## config.mk

```make
export PLATFORM = sky130hd
export DESIGN_NAME = iep_top
export DESIGN_NICKNAME = d
export VERILOG_FILES = /design/src/hdl/iep_pkg.sv /design/src/hdl/iep_pick_if.sv /design/src/hdl/iep_picker.sv /design/src/hdl/iep_top.sv
export SDC_FILE = /design/constraint.sdc
export NUM_CORES = 1
export LEC_CHECK = 0
export ABC_AREA = 0
export BUFFER_PORTS_ARGS = -buffer_cell sky130_fd_sc_hd__buf_2
export CAP_MARGIN = 20
export CORE_MARGIN = 5
export CORE_UTILIZATION = 49
export CTS_BUF_LIST = sky130_fd_sc_hd__clkbuf_8
export DETAILED_ROUTE_END_ITERATION = 10
export PLACE_DENSITY = 0.78
export RECOVER_POWER = 100
export SYNTH_ARGS = -nofsm -noshare
export SYNTH_HDL_FRONTEND = slang
export SYNTH_SLANG_ARGS = --single-unit
```

## constraint.sdc

```tcl
create_clock -name clk_sys_in -period 2.1 [get_ports clk_sys_in]
set_clock_uncertainty 0.2 [all_clocks]
set_input_delay 0.63 -clock clk_sys_in [delete_from_list [all_inputs] [get_ports clk_sys_in]]
set_output_delay 0.63 -clock clk_sys_in [all_outputs]
set_load 0.02 [all_outputs]
```

## src/hdl/iep_pkg.sv

```systemverilog
// Constants, types and decode helpers of the interrupt enable and priority block.
// Assumes a single 50 MHz core clock and a byte-wide special register port from the core.
//
// What this block does
// Enable bit 7 blocks every source when clear; when set, each source follows its bit.
// Enable bit 6 lets the converter request through when one, blocks it when zero.
// Enable bit 5 lets the third timer request through when one, masks it when zero.
// Enable bit 4 lets the serial port request through when one, masks it when zero.
// Enable bit 3 lets the second timer overflow through when one, masks it when zero.
// Enable bit 2 lets the second pin flag through when one, masks it when zero.
// Enable bit 1 lets the first timer overflow through when one, masks it when zero.
// Enable bit 0 lets the first pin flag through when one, masks it when zero.
// Priority bit 7 is not implemented; writes are ignored and it holds no state.
// Priority bit 6 puts the converter at high level when one, low when zero.
// Priority bit 5 puts the third timer at high level when one, low when zero.
// Priority bit 4 puts the serial port at high level when one, low when zero.
// Priority bit 3 puts the second timer at high level when one, low when zero.
// Priority bit 2 puts the second pin at high level when one, low when zero.
// Priority bit 1 puts the first timer at high level when one, low when zero.
// Priority bit 0 puts the first pin at high level when one, low when zero.
// Sources are handled at two priority levels; the priority register sets the level of each.
// Timer overflow flags are set by hardware and cleared when the core vectors.
// Pin flags clear on vectoring only in edge mode; in level mode they follow the pin.
// The enable register resets to zero and can be written one bit at a time.
// High preempts low service; low never preempts high; equal levels wait for return.

////////////////////////////////////////////////////////////////////////////////////////////////////

package iep_pkg;

   localparam int unsigned IEP_NSRC = 7;

   typedef logic [IEP_NSRC-1:0] iep_src_vec_t;
   typedef logic [2:0]          iep_src_idx_t;
   typedef logic [7:0]          iep_byte_t;

   // Register addresses on the core's special register port.
   localparam iep_byte_t IEP_ENABLE_ADDR   = 8'hA8;
   localparam iep_byte_t IEP_PRIORITY_ADDR = 8'hB8;
   localparam iep_byte_t IEP_ENABLE_RESET   = 8'h00;
   localparam iep_byte_t IEP_PRIORITY_RESET = 8'h00;
   localparam iep_byte_t IEP_PRIORITY_MASK  = 8'h7F;
   localparam iep_byte_t IEP_UNMAPPED_READ  = 8'h00;

   // Source index equals the bit position of its enable and priority bits.
   localparam int unsigned IEP_SRC_FIRST_PIN    = 0;
   localparam int unsigned IEP_SRC_FIRST_TIMER  = 1;
   localparam int unsigned IEP_SRC_SECOND_PIN   = 2;
   localparam int unsigned IEP_SRC_SECOND_TIMER = 3;
   localparam int unsigned IEP_SRC_SERIAL       = 4;
   localparam int unsigned IEP_SRC_THIRD_TIMER  = 5;
   localparam int unsigned IEP_SRC_CONVERTER    = 6;
   localparam int unsigned IEP_GLOBAL_BIT       = 7;

   // Positions of the two service levels in the in-service vector.
   localparam int unsigned IEP_SVC_LOW  = 0;
   localparam int unsigned IEP_SVC_HIGH = 1;

   // Bit addresses share the upper five bits with the byte address of their register.
   localparam int unsigned IEP_BIT_SEL_W = 3;

   function automatic logic iep_bit_hit(input iep_byte_t bit_addr, input iep_byte_t base);
      iep_bit_hit = (bit_addr[7:IEP_BIT_SEL_W] == base[7:IEP_BIT_SEL_W]);
   endfunction

   function automatic iep_src_vec_t iep_onehot(input iep_src_idx_t idx);
      iep_src_vec_t v;
      v = '0;
      v[idx] = 1'b1;
      iep_onehot = v;
   endfunction

endpackage

```

## src/hdl/iep_pick_if.sv

```systemverilog
// Carrier between the main block and its fixed-order request picker.
// Assumes both ends sit in the same clock domain; the picker is purely combinational.

////////////////////////////////////////////////////////////////////////////////////////////////////

interface iep_pick_if;
   iep_pkg::iep_src_vec_t req;
   logic                  valid;
   iep_pkg::iep_src_idx_t idx;

   modport picker (
      input  req,
      output valid,
      output idx
   );

   modport user (
      output req,
      input  valid,
      input  idx
   );
endinterface

```

## src/hdl/iep_picker.sv

```systemverilog
// Fixed polling-order picker for one priority level.
// Assumes the request vector is already gated by enables and level; lowest index wins.

////////////////////////////////////////////////////////////////////////////////////////////////////

module iep_picker (
   iep_pick_if.picker pick
);

   always_comb begin
      pick.valid = 1'b0;
      pick.idx   = '0;
      // Scanning downward lets the lowest pending index overwrite the rest.
      for (int i = iep_pkg::IEP_NSRC - 1; i >= 0; i--) begin
         if (pick.req[i]) begin
            pick.valid = 1'b1;
            pick.idx   = iep_pkg::iep_src_idx_t'(i);
         end
      end
   end

endmodule

```

## src/hdl/iep_top.sv

```systemverilog
// Interrupt enable and priority logic facing the processor core.
// Assumes peripheral request inputs come from logic on clk_sys_in; the two external request
// pins are asynchronous and active low. The core pulses irq_ack_in when it vectors to the
// presented source and irq_return_in when a service routine returns.

////////////////////////////////////////////////////////////////////////////////////////////////////

module iep_top (
   input  wire logic              clk_sys_in,
   input  wire logic              reset_n_in,
   input  wire logic [7:0]        sfr_addr_in,
   input  wire logic              sfr_wr_in,
   input  wire logic [7:0]        sfr_wdata_in,
   input  wire logic              sfr_rd_in,
   output logic      [7:0]        sfr_rdata_out,
   input  wire logic              sfr_bit_wr_in,
   input  wire logic [7:0]        sfr_bit_addr_in,
   input  wire logic              sfr_bit_value_in,
   input  wire logic              first_timer_overflow_in,
   input  wire logic              second_timer_overflow_in,
   input  wire logic              third_timer_req_in,
   input  wire logic              serial_port_req_in,
   input  wire logic              converter_req_in,
   input  wire logic              first_external_request_pin_n_in,
   input  wire logic              second_external_request_pin_n_in,
   input  wire logic              first_pin_edge_mode_in,
   input  wire logic              second_pin_edge_mode_in,
   input  wire logic              irq_ack_in,
   input  wire logic              irq_return_in,
   output logic                   irq_req_out,
   output logic      [2:0]        irq_src_out,
   output logic                   irq_high_out,
   output logic                   first_timer_overflow_flag_out,
   output logic                   second_timer_overflow_flag_out,
   output logic                   first_pin_request_flag_out,
   output logic                   second_pin_request_flag_out,
   output logic      [1:0]        in_service_out
);

   ////////////////////////////////////////////////////////////////////////////////////////////////////
   // Local constants and the vectoring decode.

   localparam int unsigned      NPIN    = 2;
   localparam int unsigned      NTMR    = 2;
   localparam int unsigned      FIRST   = 0;
   localparam int unsigned      SECOND  = 1;
   localparam int unsigned      SEL_W   = iep_pkg::IEP_BIT_SEL_W;
   localparam int unsigned      NSRC    = iep_pkg::IEP_NSRC;
   localparam logic [SEL_W-1:0] TOP_SEL = iep_pkg::IEP_GLOBAL_BIT[SEL_W-1:0];

   // True when the core takes the presented vector and that vector belongs to source mine.
   function automatic logic vectored_to(input logic                  take,
                                        input iep_pkg::iep_src_idx_t presented,
                                        input int unsigned           mine);
      vectored_to = take && (presented == iep_pkg::iep_src_idx_t'(mine));
   endfunction

   ////////////////////////////////////////////////////////////////////////////////////////////////////
   // Declarations.

   iep_pkg::iep_byte_t    enable_r;
   iep_pkg::iep_byte_t    enable_nxt;
   iep_pkg::iep_src_vec_t priority_r;
   iep_pkg::iep_src_vec_t priority_nxt;
   iep_pkg::iep_byte_t    rdata_r;
   iep_pkg::iep_byte_t    rdata_nxt;
   logic [SEL_W-1:0]      bit_sel;
   logic                  enable_byte_hit;
   logic                  enable_bit_hit;
   logic                  priority_byte_hit;
   logic                  priority_bit_hit;
   logic [NPIN-1:0]       pin_n_raw;
   logic [NPIN-1:0]       pin_edge_mode;
   logic [NPIN-1:0]       pin_meta_r;
   logic [NPIN-1:0]       pin_meta_nxt;
   logic [NPIN-1:0]       pin_sync_r;
   logic [NPIN-1:0]       pin_sync_nxt;
   logic [NPIN-1:0]       pin_prev_r;
   logic [NPIN-1:0]       pin_prev_nxt;
   logic [NPIN-1:0]       pin_fall;
   logic [NPIN-1:0]       pin_flag_r;
   logic [NPIN-1:0]       pin_flag_nxt;
   logic [NTMR-1:0]       tmr_ovf;
   logic [NTMR-1:0]       tmr_flag_r;
   logic [NTMR-1:0]       tmr_flag_nxt;
   iep_pkg::iep_src_vec_t src_flag;
   iep_pkg::iep_src_vec_t src_pend;
   iep_pkg::iep_src_vec_t high_vec;
   iep_pkg::iep_src_vec_t low_vec;
   logic                  ack_take;
   logic                  irq_req_r;
   logic                  irq_req_nxt;
   iep_pkg::iep_src_idx_t irq_src_r;
   iep_pkg::iep_src_idx_t irq_src_nxt;
   logic                  irq_high_r;
   logic                  irq_high_nxt;
   logic [1:0]            in_service_r;
   logic [1:0]            in_service_nxt;

   ////////////////////////////////////////////////////////////////////////////////////////////////////
   // Enable and priority registers, written by byte or by single bit.

   assign bit_sel           = sfr_bit_addr_in[SEL_W-1:0];
   assign enable_byte_hit   = sfr_wr_in && (sfr_addr_in == iep_pkg::IEP_ENABLE_ADDR);
   assign priority_byte_hit = sfr_wr_in && (sfr_addr_in == iep_pkg::IEP_PRIORITY_ADDR);
   assign enable_bit_hit    = sfr_bit_wr_in && iep_pkg::iep_bit_hit(sfr_bit_addr_in, iep_pkg::IEP_ENABLE_ADDR);
   assign priority_bit_hit  = sfr_bit_wr_in && iep_pkg::iep_bit_hit(sfr_bit_addr_in, iep_pkg::IEP_PRIORITY_ADDR);

   always_comb begin
      enable_nxt   = enable_r;
      priority_nxt = priority_r;
      if (enable_byte_hit) begin
         enable_nxt = sfr_wdata_in;
      end else if (enable_bit_hit) begin
         enable_nxt[bit_sel] = sfr_bit_value_in;
      end
      // The top priority bit has no flop behind it, so writes to it simply vanish.
      if (priority_byte_hit) begin
         priority_nxt = sfr_wdata_in[NSRC-1:0];
      end else if (priority_bit_hit && (bit_sel != TOP_SEL)) begin
         priority_nxt[bit_sel] = sfr_bit_value_in;
      end
   end

   always_ff @(posedge clk_sys_in or negedge reset_n_in) begin
      if (!reset_n_in) begin
         enable_r   <= iep_pkg::IEP_ENABLE_RESET;
         priority_r <= iep_pkg::IEP_PRIORITY_RESET[NSRC-1:0];
      end else begin
         enable_r   <= enable_nxt;
         priority_r <= priority_nxt;
      end
   end

   ////////////////////////////////////////////////////////////////////////////////////////////////////
   // Read data is registered and stands from the cycle after the read strobe.

   always_comb begin
      rdata_nxt = rdata_r;
      if (sfr_rd_in) begin
         case (sfr_addr_in)
            iep_pkg::IEP_ENABLE_ADDR:   rdata_nxt = enable_r;
            iep_pkg::IEP_PRIORITY_ADDR: rdata_nxt = {1'b0, priority_r} & iep_pkg::IEP_PRIORITY_MASK;
            default:                    rdata_nxt = iep_pkg::IEP_UNMAPPED_READ;
         endcase
      end
   end

   always_ff @(posedge clk_sys_in or negedge reset_n_in) begin
      if (!reset_n_in) begin
         rdata_r <= iep_pkg::IEP_UNMAPPED_READ;
      end else begin
         rdata_r <= rdata_nxt;
      end
   end

   ////////////////////////////////////////////////////////////////////////////////////////////////////
   // External request pins: a two-flop synchroniser, then one history flop for edges.

   assign pin_n_raw     = {second_external_request_pin_n_in, first_external_request_pin_n_in};
   assign pin_edge_mode = {second_pin_edge_mode_in, first_pin_edge_mode_in};
   assign pin_fall      = pin_prev_r & ~pin_sync_r;

   always_comb begin
      pin_meta_nxt = pin_n_raw;
      pin_sync_nxt = pin_meta_r;
      pin_prev_nxt = pin_sync_r;
   end

   // Resetting to the idle high level keeps a false falling edge from following reset.
   always_ff @(posedge clk_sys_in or negedge reset_n_in) begin
      if (!reset_n_in) begin
         pin_meta_r <= '1;
         pin_sync_r <= '1;
         pin_prev_r <= '1;
      end else begin
         pin_meta_r <= pin_meta_nxt;
         pin_sync_r <= pin_sync_nxt;
         pin_prev_r <= pin_prev_nxt;
      end
   end

   ////////////////////////////////////////////////////////////////////////////////////////////////////
   // Request flags. A new event in the cycle of vectoring wins over the clear, so none is lost.

   for (genvar g = 0; g < NPIN; g++) begin : g_pin_flag
      localparam int unsigned SRC = (g == FIRST) ? iep_pkg::IEP_SRC_FIRST_PIN : iep_pkg::IEP_SRC_SECOND_PIN;
      // In level mode the flag mirrors the pin, and vectoring cannot clear it.
      assign pin_flag_nxt[g] = pin_edge_mode[g]
                             ? (pin_fall[g] || (pin_flag_r[g] && !vectored_to(ack_take, irq_src_r, SRC)))
                             : !pin_sync_r[g];
   end

   assign tmr_ovf = {second_timer_overflow_in, first_timer_overflow_in};

   for (genvar g = 0; g < NTMR; g++) begin : g_tmr_flag
      localparam int unsigned SRC = (g == FIRST) ? iep_pkg::IEP_SRC_FIRST_TIMER : iep_pkg::IEP_SRC_SECOND_TIMER;
      assign tmr_flag_nxt[g] = tmr_ovf[g] || (tmr_flag_r[g] && !vectored_to(ack_take, irq_src_r, SRC));
   end

   always_ff @(posedge clk_sys_in or negedge reset_n_in) begin
      if (!reset_n_in) begin
         pin_flag_r <= '0;
         tmr_flag_r <= '0;
      end else begin
         pin_flag_r <= pin_flag_nxt;
         tmr_flag_r <= tmr_flag_nxt;
      end
   end

   ////////////////////////////////////////////////////////////////////////////////////////////////////
   // Source vector, gating and split into the two levels.

   // The converter, serial port and third timer keep their own flags; their requests arrive as levels.
   always_comb begin
      src_flag                                = '0;
      src_flag[iep_pkg::IEP_SRC_FIRST_PIN]    = pin_flag_r[FIRST];
      src_flag[iep_pkg::IEP_SRC_FIRST_TIMER]  = tmr_flag_r[FIRST];
      src_flag[iep_pkg::IEP_SRC_SECOND_PIN]   = pin_flag_r[SECOND];
      src_flag[iep_pkg::IEP_SRC_SECOND_TIMER] = tmr_flag_r[SECOND];
      src_flag[iep_pkg::IEP_SRC_SERIAL]       = serial_port_req_in;
      src_flag[iep_pkg::IEP_SRC_THIRD_TIMER]  = third_timer_req_in;
      src_flag[iep_pkg::IEP_SRC_CONVERTER]    = converter_req_in;
   end

   assign src_pend = src_flag & enable_r[NSRC-1:0]
                   & {NSRC{enable_r[iep_pkg::IEP_GLOBAL_BIT]}};
   assign high_vec = src_pend & priority_r;
   assign low_vec  = src_pend & ~priority_r;

   ////////////////////////////////////////////////////////////////////////////////////////////////////
   // One fixed-order picker per level.

   iep_pick_if high_pick ();
   iep_pick_if low_pick ();

   assign high_pick.req = high_vec;
   assign low_pick.req  = low_vec;

   iep_picker i_high_picker (
      .pick (high_pick)
   );

   iep_picker i_low_picker (
      .pick (low_pick)
   );

   ////////////////////////////////////////////////////////////////////////////////////////////////////
   // Presentation to the core and nesting of services.

   assign ack_take = irq_ack_in && irq_req_r;

   // The request drops for the cycle after vectoring, so the core never sees a stale vector
   // while the service and flag state catch up.
   always_comb begin
      irq_req_nxt  = 1'b0;
      irq_src_nxt  = irq_src_r;
      irq_high_nxt = irq_high_r;
      if (ack_take) begin
         irq_req_nxt = 1'b0;
      end else if (high_pick.valid && !in_service_r[iep_pkg::IEP_SVC_HIGH]) begin
         irq_req_nxt  = 1'b1;
         irq_src_nxt  = high_pick.idx;
         irq_high_nxt = 1'b1;
      end else if (low_pick.valid && (in_service_r == '0)) begin
         irq_req_nxt  = 1'b1;
         irq_src_nxt  = low_pick.idx;
         irq_high_nxt = 1'b0;
      end
   end

   always_ff @(posedge clk_sys_in or negedge reset_n_in) begin
      if (!reset_n_in) begin
         irq_req_r  <= 1'b0;
         irq_src_r  <= '0;
         irq_high_r <= 1'b0;
      end else begin
         irq_req_r  <= irq_req_nxt;
         irq_src_r  <= irq_src_nxt;
         irq_high_r <= irq_high_nxt;
      end
   end

   // A return closes the innermost service: the high one if active, otherwise the low one.
   always_comb begin
      in_service_nxt = in_service_r;
      if (irq_return_in) begin
         if (in_service_r[iep_pkg::IEP_SVC_HIGH]) begin
            in_service_nxt[iep_pkg::IEP_SVC_HIGH] = 1'b0;
         end else begin
            in_service_nxt[iep_pkg::IEP_SVC_LOW] = 1'b0;
         end
      end
      if (ack_take) begin
         if (irq_high_r) begin
            in_service_nxt[iep_pkg::IEP_SVC_HIGH] = 1'b1;
         end else begin
            in_service_nxt[iep_pkg::IEP_SVC_LOW] = 1'b1;
         end
      end
   end

   always_ff @(posedge clk_sys_in or negedge reset_n_in) begin
      if (!reset_n_in) begin
         in_service_r <= '0;
      end else begin
         in_service_r <= in_service_nxt;
      end
   end

   ////////////////////////////////////////////////////////////////////////////////////////////////////
   // Outputs, each straight from a flop.

   assign sfr_rdata_out                  = rdata_r;
   assign irq_req_out                    = irq_req_r;
   assign irq_src_out                    = irq_src_r;
   assign irq_high_out                   = irq_high_r;
   assign first_timer_overflow_flag_out  = tmr_flag_r[FIRST];
   assign second_timer_overflow_flag_out = tmr_flag_r[SECOND];
   assign first_pin_request_flag_out     = pin_flag_r[FIRST];
   assign second_pin_request_flag_out    = pin_flag_r[SECOND];
   assign in_service_out                 = in_service_r;

endmodule

```

## Word level (Yosys, flattened, before mapping)

Cells that the tools add are included.

- Register bits after elaboration: 40
- Word-level logic and storage cells: 115
- Output and inout port bits: 19

- Bitwise gates (word level): 8
- $lt $le $gt $ge: 2
- Equality and inequality tests: 8
- Muxes and demuxes: 51
- Reductions and logical operators: 34

Operators by type and width:

| operator | number |
|---|---|
| $mux 3 | 16 |
| $and 7x7->7 | 4 |
| $mux 1 | 25 |
| $logic_and 1x1->1 | 17 |
| $eq 8x8->1 const B | 2 |
| $mux 8 | 2 |
| $pmux 8 s2 | 1 |
| $mux 7 | 2 |
| $eq 5x5->1 const B | 2 |
| $bwmux 8 | 1 |
| $bwmux 7 | 1 |
| $logic_not 1->1 | 7 |
| $not 7->7 | 1 |
| $eq 3x2->1 const B | 2 |
| $reduce_bool 2->1 | 3 |
| $logic_or 1x1->1 | 4 |
| $lt 3x4->1 const B | 1 |
| $mux 2 | 2 |
| $demux 1 s3 | 1 |
| $eq 3x1->1 const B | 1 |
| $ge 3x1->1 const B | 1 |
| $logic_not 3->1 | 1 |
| $ne 3x3->1 const B | 1 |
| $and 2x2->2 | 1 |
| 4 further kinds | 4 |

## Longest topological paths before layout

- Depth after elaboration: 14
- Gate-level depth with buffers: 7

## Cells and area by module

From an unflattened synthesis, not the netlist that was laid out.

- Cells, all modules: 234
- Area total of the unflattened synthesis: 2239.6 um^2

Modules (own cells, without submodules):

| module | instances | sequential area each (um^2) | area an instance (um^2) | cells an instance |
|---|---|---|---|---|
| iep_top | 1 | 1008.5 | 2107.0 | 212 |
| iep_picker | 2 | 0.0 | 66.3 | 11 |

## Worst setup path after synthesis

OpenSTA, ideal clock, no wires.

- Kind: input -> register
- Start point: input sfr_addr_in[1]
- End point: register enable_r[0]
- Data arrival time: 1.736 ns
- Stages: 5
- Required time: 1.781 ns
- Path buffers: 1
- Setup time: 0.119 ns
- Slack: 0.045 ns
- Cells stage by stage: or3b_4 nor3_4 nand2_4 buf_6 o21a_1

- Cells in the longest elaborated chain, start to end: 3
- Elaborated cells between the ends (all ways): 4

RTL lines:

| what | line | RTL |
|---|---|---|
| start, declared | iep_top.sv:11 | `input wire logic [7:0] sfr_addr_in,` |
| $eq 8x8->1 * | iep_top.sv:104 | `assign enable_byte_hit = sfr_wr_in && (sfr_addr_in == iep_pkg::IEP_ENABLE_ADDR);` |
| $logic_and 1x1->1 * | iep_top.sv:104 |  |
| $mux 8 / $reduce_bool 2->1 (equally long branches) | n/a |  |
| end signal, assigned | iep_top.sv:127 | `enable_r <= iep_pkg::IEP_ENABLE_RESET;` |
| end signal, assigned | iep_top.sv:130 | `enable_r <= enable_nxt;` |
| end, declared | iep_top.sv:61 | `iep_pkg::iep_byte_t enable_r;` |

Every way passes the cells marked *; elsewhere a longest branch is shown, timed or not.
A chain may end at the register's enable or synchronous reset.

## Final worst setup path

- Start point: register enable_r[7]
- End point: register irq_src_r[0] (netlist: irq_src_out[0])

- Cells in the longest elaborated chain, start to end: 12
- Elaborated cells between the ends (all ways): 35

RTL lines:

| what | line | RTL |
|---|---|---|
| $and 7x7->7 * | iep_top.sv:227 | `& {NSRC{enable_r[iep_pkg::IEP_GLOBAL_BIT]}};` |
| $and 7x7->7, on equally long branches | iep_top.sv:228, iep_top.sv:229 |  |
| $mux 1 (7 in a row) | iep_picker.sv:15 | `if (pick.req[i]) begin` |
| $logic_and 1x1->1, on equally long branches | iep_top.sv:261, iep_top.sv:265 |  |
| $reduce_bool 2->1 (no line) | n/a |  |
| $reduce_and 2->1 (no line) | n/a |  |
| end signal, assigned | iep_top.sv:279 | `irq_src_r <= irq_src_nxt;` |
| end, declared | iep_top.sv:93 | `iep_pkg::iep_src_idx_t irq_src_r;` |

Every way passes the cells marked *; elsewhere a longest branch is shown, timed or not. The select of a mux whose other input is x is not followed.

==> results.toml <==
[route]
ant_nets = 0
dr.first_iter.drc_count = 134
num_vias = 1953
drt-vias-per-instance = 5.76
drt_pass1_iterations = 4
wl_per_cell_um = 16.4
wirelength_um = 5540
drc_errors = 0

[critical_path]
path_class = "reg -> reg"
crit_fanout = 6
cp.buffers_inverters = 1
max_stage_delay_ns = 0.47
cp.arrival_ns = 2.00
path_delay_family = "flip-flops"
crit_top_cell = "nand4_1"
end_kind = "flop"
crit_path_top_delay_cell = "dfrtp_2"
reg2reg_slack_ns = 0.07
cp.required_ns = 2.08
start_kind = "flop"
cp_cell_sequence = "buf_2 > nand4_1 > nand4_1 > o31a_1 > mux2i_1 > mux2_4"

[clock_tree]
clk_pin_slew_ns = 0.08
cts_sinks = 40
root_buffer = "clkbuf_8"
ctsLongestPathBuffers = 2
cts_tree = "yes"
cts.htree.levels = 2
numCtsBuffers = 5
clkLatencyLatePin_ns = 0.29

[global_routing]
grt_pass1_wl_um = 8830
grtUsageTotal_pct = 18.3
grt_max_degree = 24
antenna_found_initial = 0
grt_pass1_vias = 1851
grt-ovfl-total = 0

[synth]
seq_area_frac_synth_pct = 46.2
avgSynthCellArea_um2 = 10.2
yosys.area.top_type_share_pct = 39.0
synth_area_um2 = 2180
ys_async_sr_fraction_pct = 100
synth_cell_types = 44
yosys_most_used_dff = "dfrtp_1"
synth_edf_count = 0
syn_nets = 255
ys_seq_elements = 40
yosysTopAreaCell = "dfrtp_1"
netlist_instances = 214
synthTopCellsByArea = "dfrtp_1 (39%), dfstp_2 (7.2%), mux2i_1 (4.1%)"
ys_warn_count = 0

[final_layout]
final_core_util_pct = 61.2
area_growth_pct = 21.3
diodes = 0
nets = 327
final_layout_size_suffix_gt1_share_pct = 27.5

[sta]
worst_pin_slew_ns = 0.883
fin_crit_ns = 2.03
finalHoldViolations = 0
drv_slew = 0
slew_headroom_pct = 41.1
grt_setup_unrepaired = "false"
setup_ws_ns = 0.0748
finalSetupViolCount = 0
finalCritPeriodShare_pct = 96.4
fmax_ghz = 0.494

[power]
irDropWorstVdd_mv = 0.348
power.density_nw_per_um2 = 674
power_leakage_uw = 0.00112

[floorplanning]
core_um2 = 4320
die_w_um = 76.7
rows = 24
start_util_pct = 50.4
die_area_um2 = 5890
die_h_um = 76.7
io_pins = 60

[worst_hold_path]
hold_class = "reg -> reg"

[run]
max_cap_viol_count = 0

[placed_design]
place_congestion = 0.822
port_buffers = 59
place_ws_ns = -0.154
hpwlAfterDp_um = 4340

[status]
status = "finished clean"
## report_power, final
part	switching, uW	leakage (uW)	internal (uW)	total [uW]
sequential	75.2	0.000501	845	920
clock	278	0.0000434	266	544
combinational	180	0.000577	140	320
## area by class of cell
type	instances	area [um2]
Clock buffer	6	82.6
Inverter	5	18.8
Timing Repair Buffer	73	363
Tap cell	52	65.1
Multi-Input combinational cell	161	1090
Clock inverter	2	15.0
Fill cell	400	1680
Sequential cell	40	1010
## per-stage QoR
| step | power, uW | std cells | instance area (um2) | hold slack [ns] | setup TNS, ns |
|---|---|---|---|---|---|
| 4_1_cts | 1800 | 338 | 2700 | 0.0696 | 0 |
| 2_1_floorplan | 1110 | 214 | 2180 | 0.134 | 0 |
| 6_report | 1780 | 339 | 2650 | 0.157 | 0 |
| 3_5_place_dp | 1260 | 330 | 2600 | 0.148 | -0.462 |
| 3_3_place_gp | 1250 | 330 | 2600 | 0.145 | -0.284 |
| 5_1_grt | 1880 | 339 | 2650 | 0.167 | 0 |
## cells in the final DEF (no fill, tap or decap), types with 7 or more instances in the layout
cell type	synthesis	routed
nand2_1	8	9
nand4_1	10	10
buf_2	1	40
o211ai_1	8	8
clkbuf_1	3	22
nor2_1	23	23
a21oi_1	17	17
o21a_1	8	8
a22oi_1	7	7
nand3_1	7	7
dfrtp_1	34	33
mux2i_1	9	9
buf_4	0	10
o21ai_0	16	16
nand4b_1	8	8
## final timing paths
kind / from / endpoint / cells past startpoint
setup / recovery: enable_r[7]$_DFFE_PN0P_ / irq_src_out[0]$_DFFE_PN0P_ / 6
hold / removal: pin_meta_r[1]$_DFF_PN1_ / pin_prev_nxt[1]$_DFF_PN1_ / 0
setup reg to reg: enable_r[7]$_DFFE_PN0P_ / irq_src_out[0]$_DFFE_PN0P_ / 6
hold reg to reg: pin_meta_r[1]$_DFF_PN1_ / pin_prev_nxt[1]$_DFF_PN1_ / 0
max in group asynchronous: reset_n_in / enable_r[7]$_DFFE_PN0P_ / 2
min in group asynchronous: reset_n_in / tmr_flag_r[0]$_DFF_PN0_ / 1
## kinds of logic (layout without fill, tap and decap cells)
family / Yosys count / after routing / synth area share, %
simple gates: 82 / 82 / 23.4
flops: 40 / 40 / 46.2
compound gates: 67 / 67 / 20.9
buf+inv: 13 / 86 / 3.33
mux: 12 / 12 / 6.20
## state kept, by name, summed over array words and instances (netlist names), 2 cells and up
signal,count
enable_r,8
in_service_out,2
irq_src_out,3
pin_flag_r,2
pin_meta_r,2
pin_prev_nxt,2
pin_prev_r,2
priority_r,7
sfr_rdata_out,8
tmr_flag_r,2
## cells in the mapped netlist (all sizes together), types with 4 or more instances
cell type / instances
nand4: 10
buf: 5
nand4b: 8
nand2: 10
nor2: 23
nand3: 7
inv: 5
nand2b: 4
o21a: 8
mux2i: 9
dfrtp: 34
o21ai: 16
o211ai: 9
a22oi: 7
dfstp: 6
a21oi: 17
## what timing repair did
| item | in CTS | in global routing |
|---|---|---|
| hold buffers | 0 | 0 |
| gates resized for setup | 2 | 0 |
| hold endpoints to repair | 0 | 0 |
| pin swaps | 0 | 1 |
| buffers inserted | 0 | 1 |
| setup endpoints to repair | 3 | 3 |
## per-layer routing
layer  vias up  wire length (um)  track usage (%)
li1        951                 -                -
met1       943              2420             24.5
met2        57              2710             28.9
met3         2               403             5.97
met4         0                12             3.85
met5         -                 0                0
No activity file was read; power rests on OpenSTA's default activity.
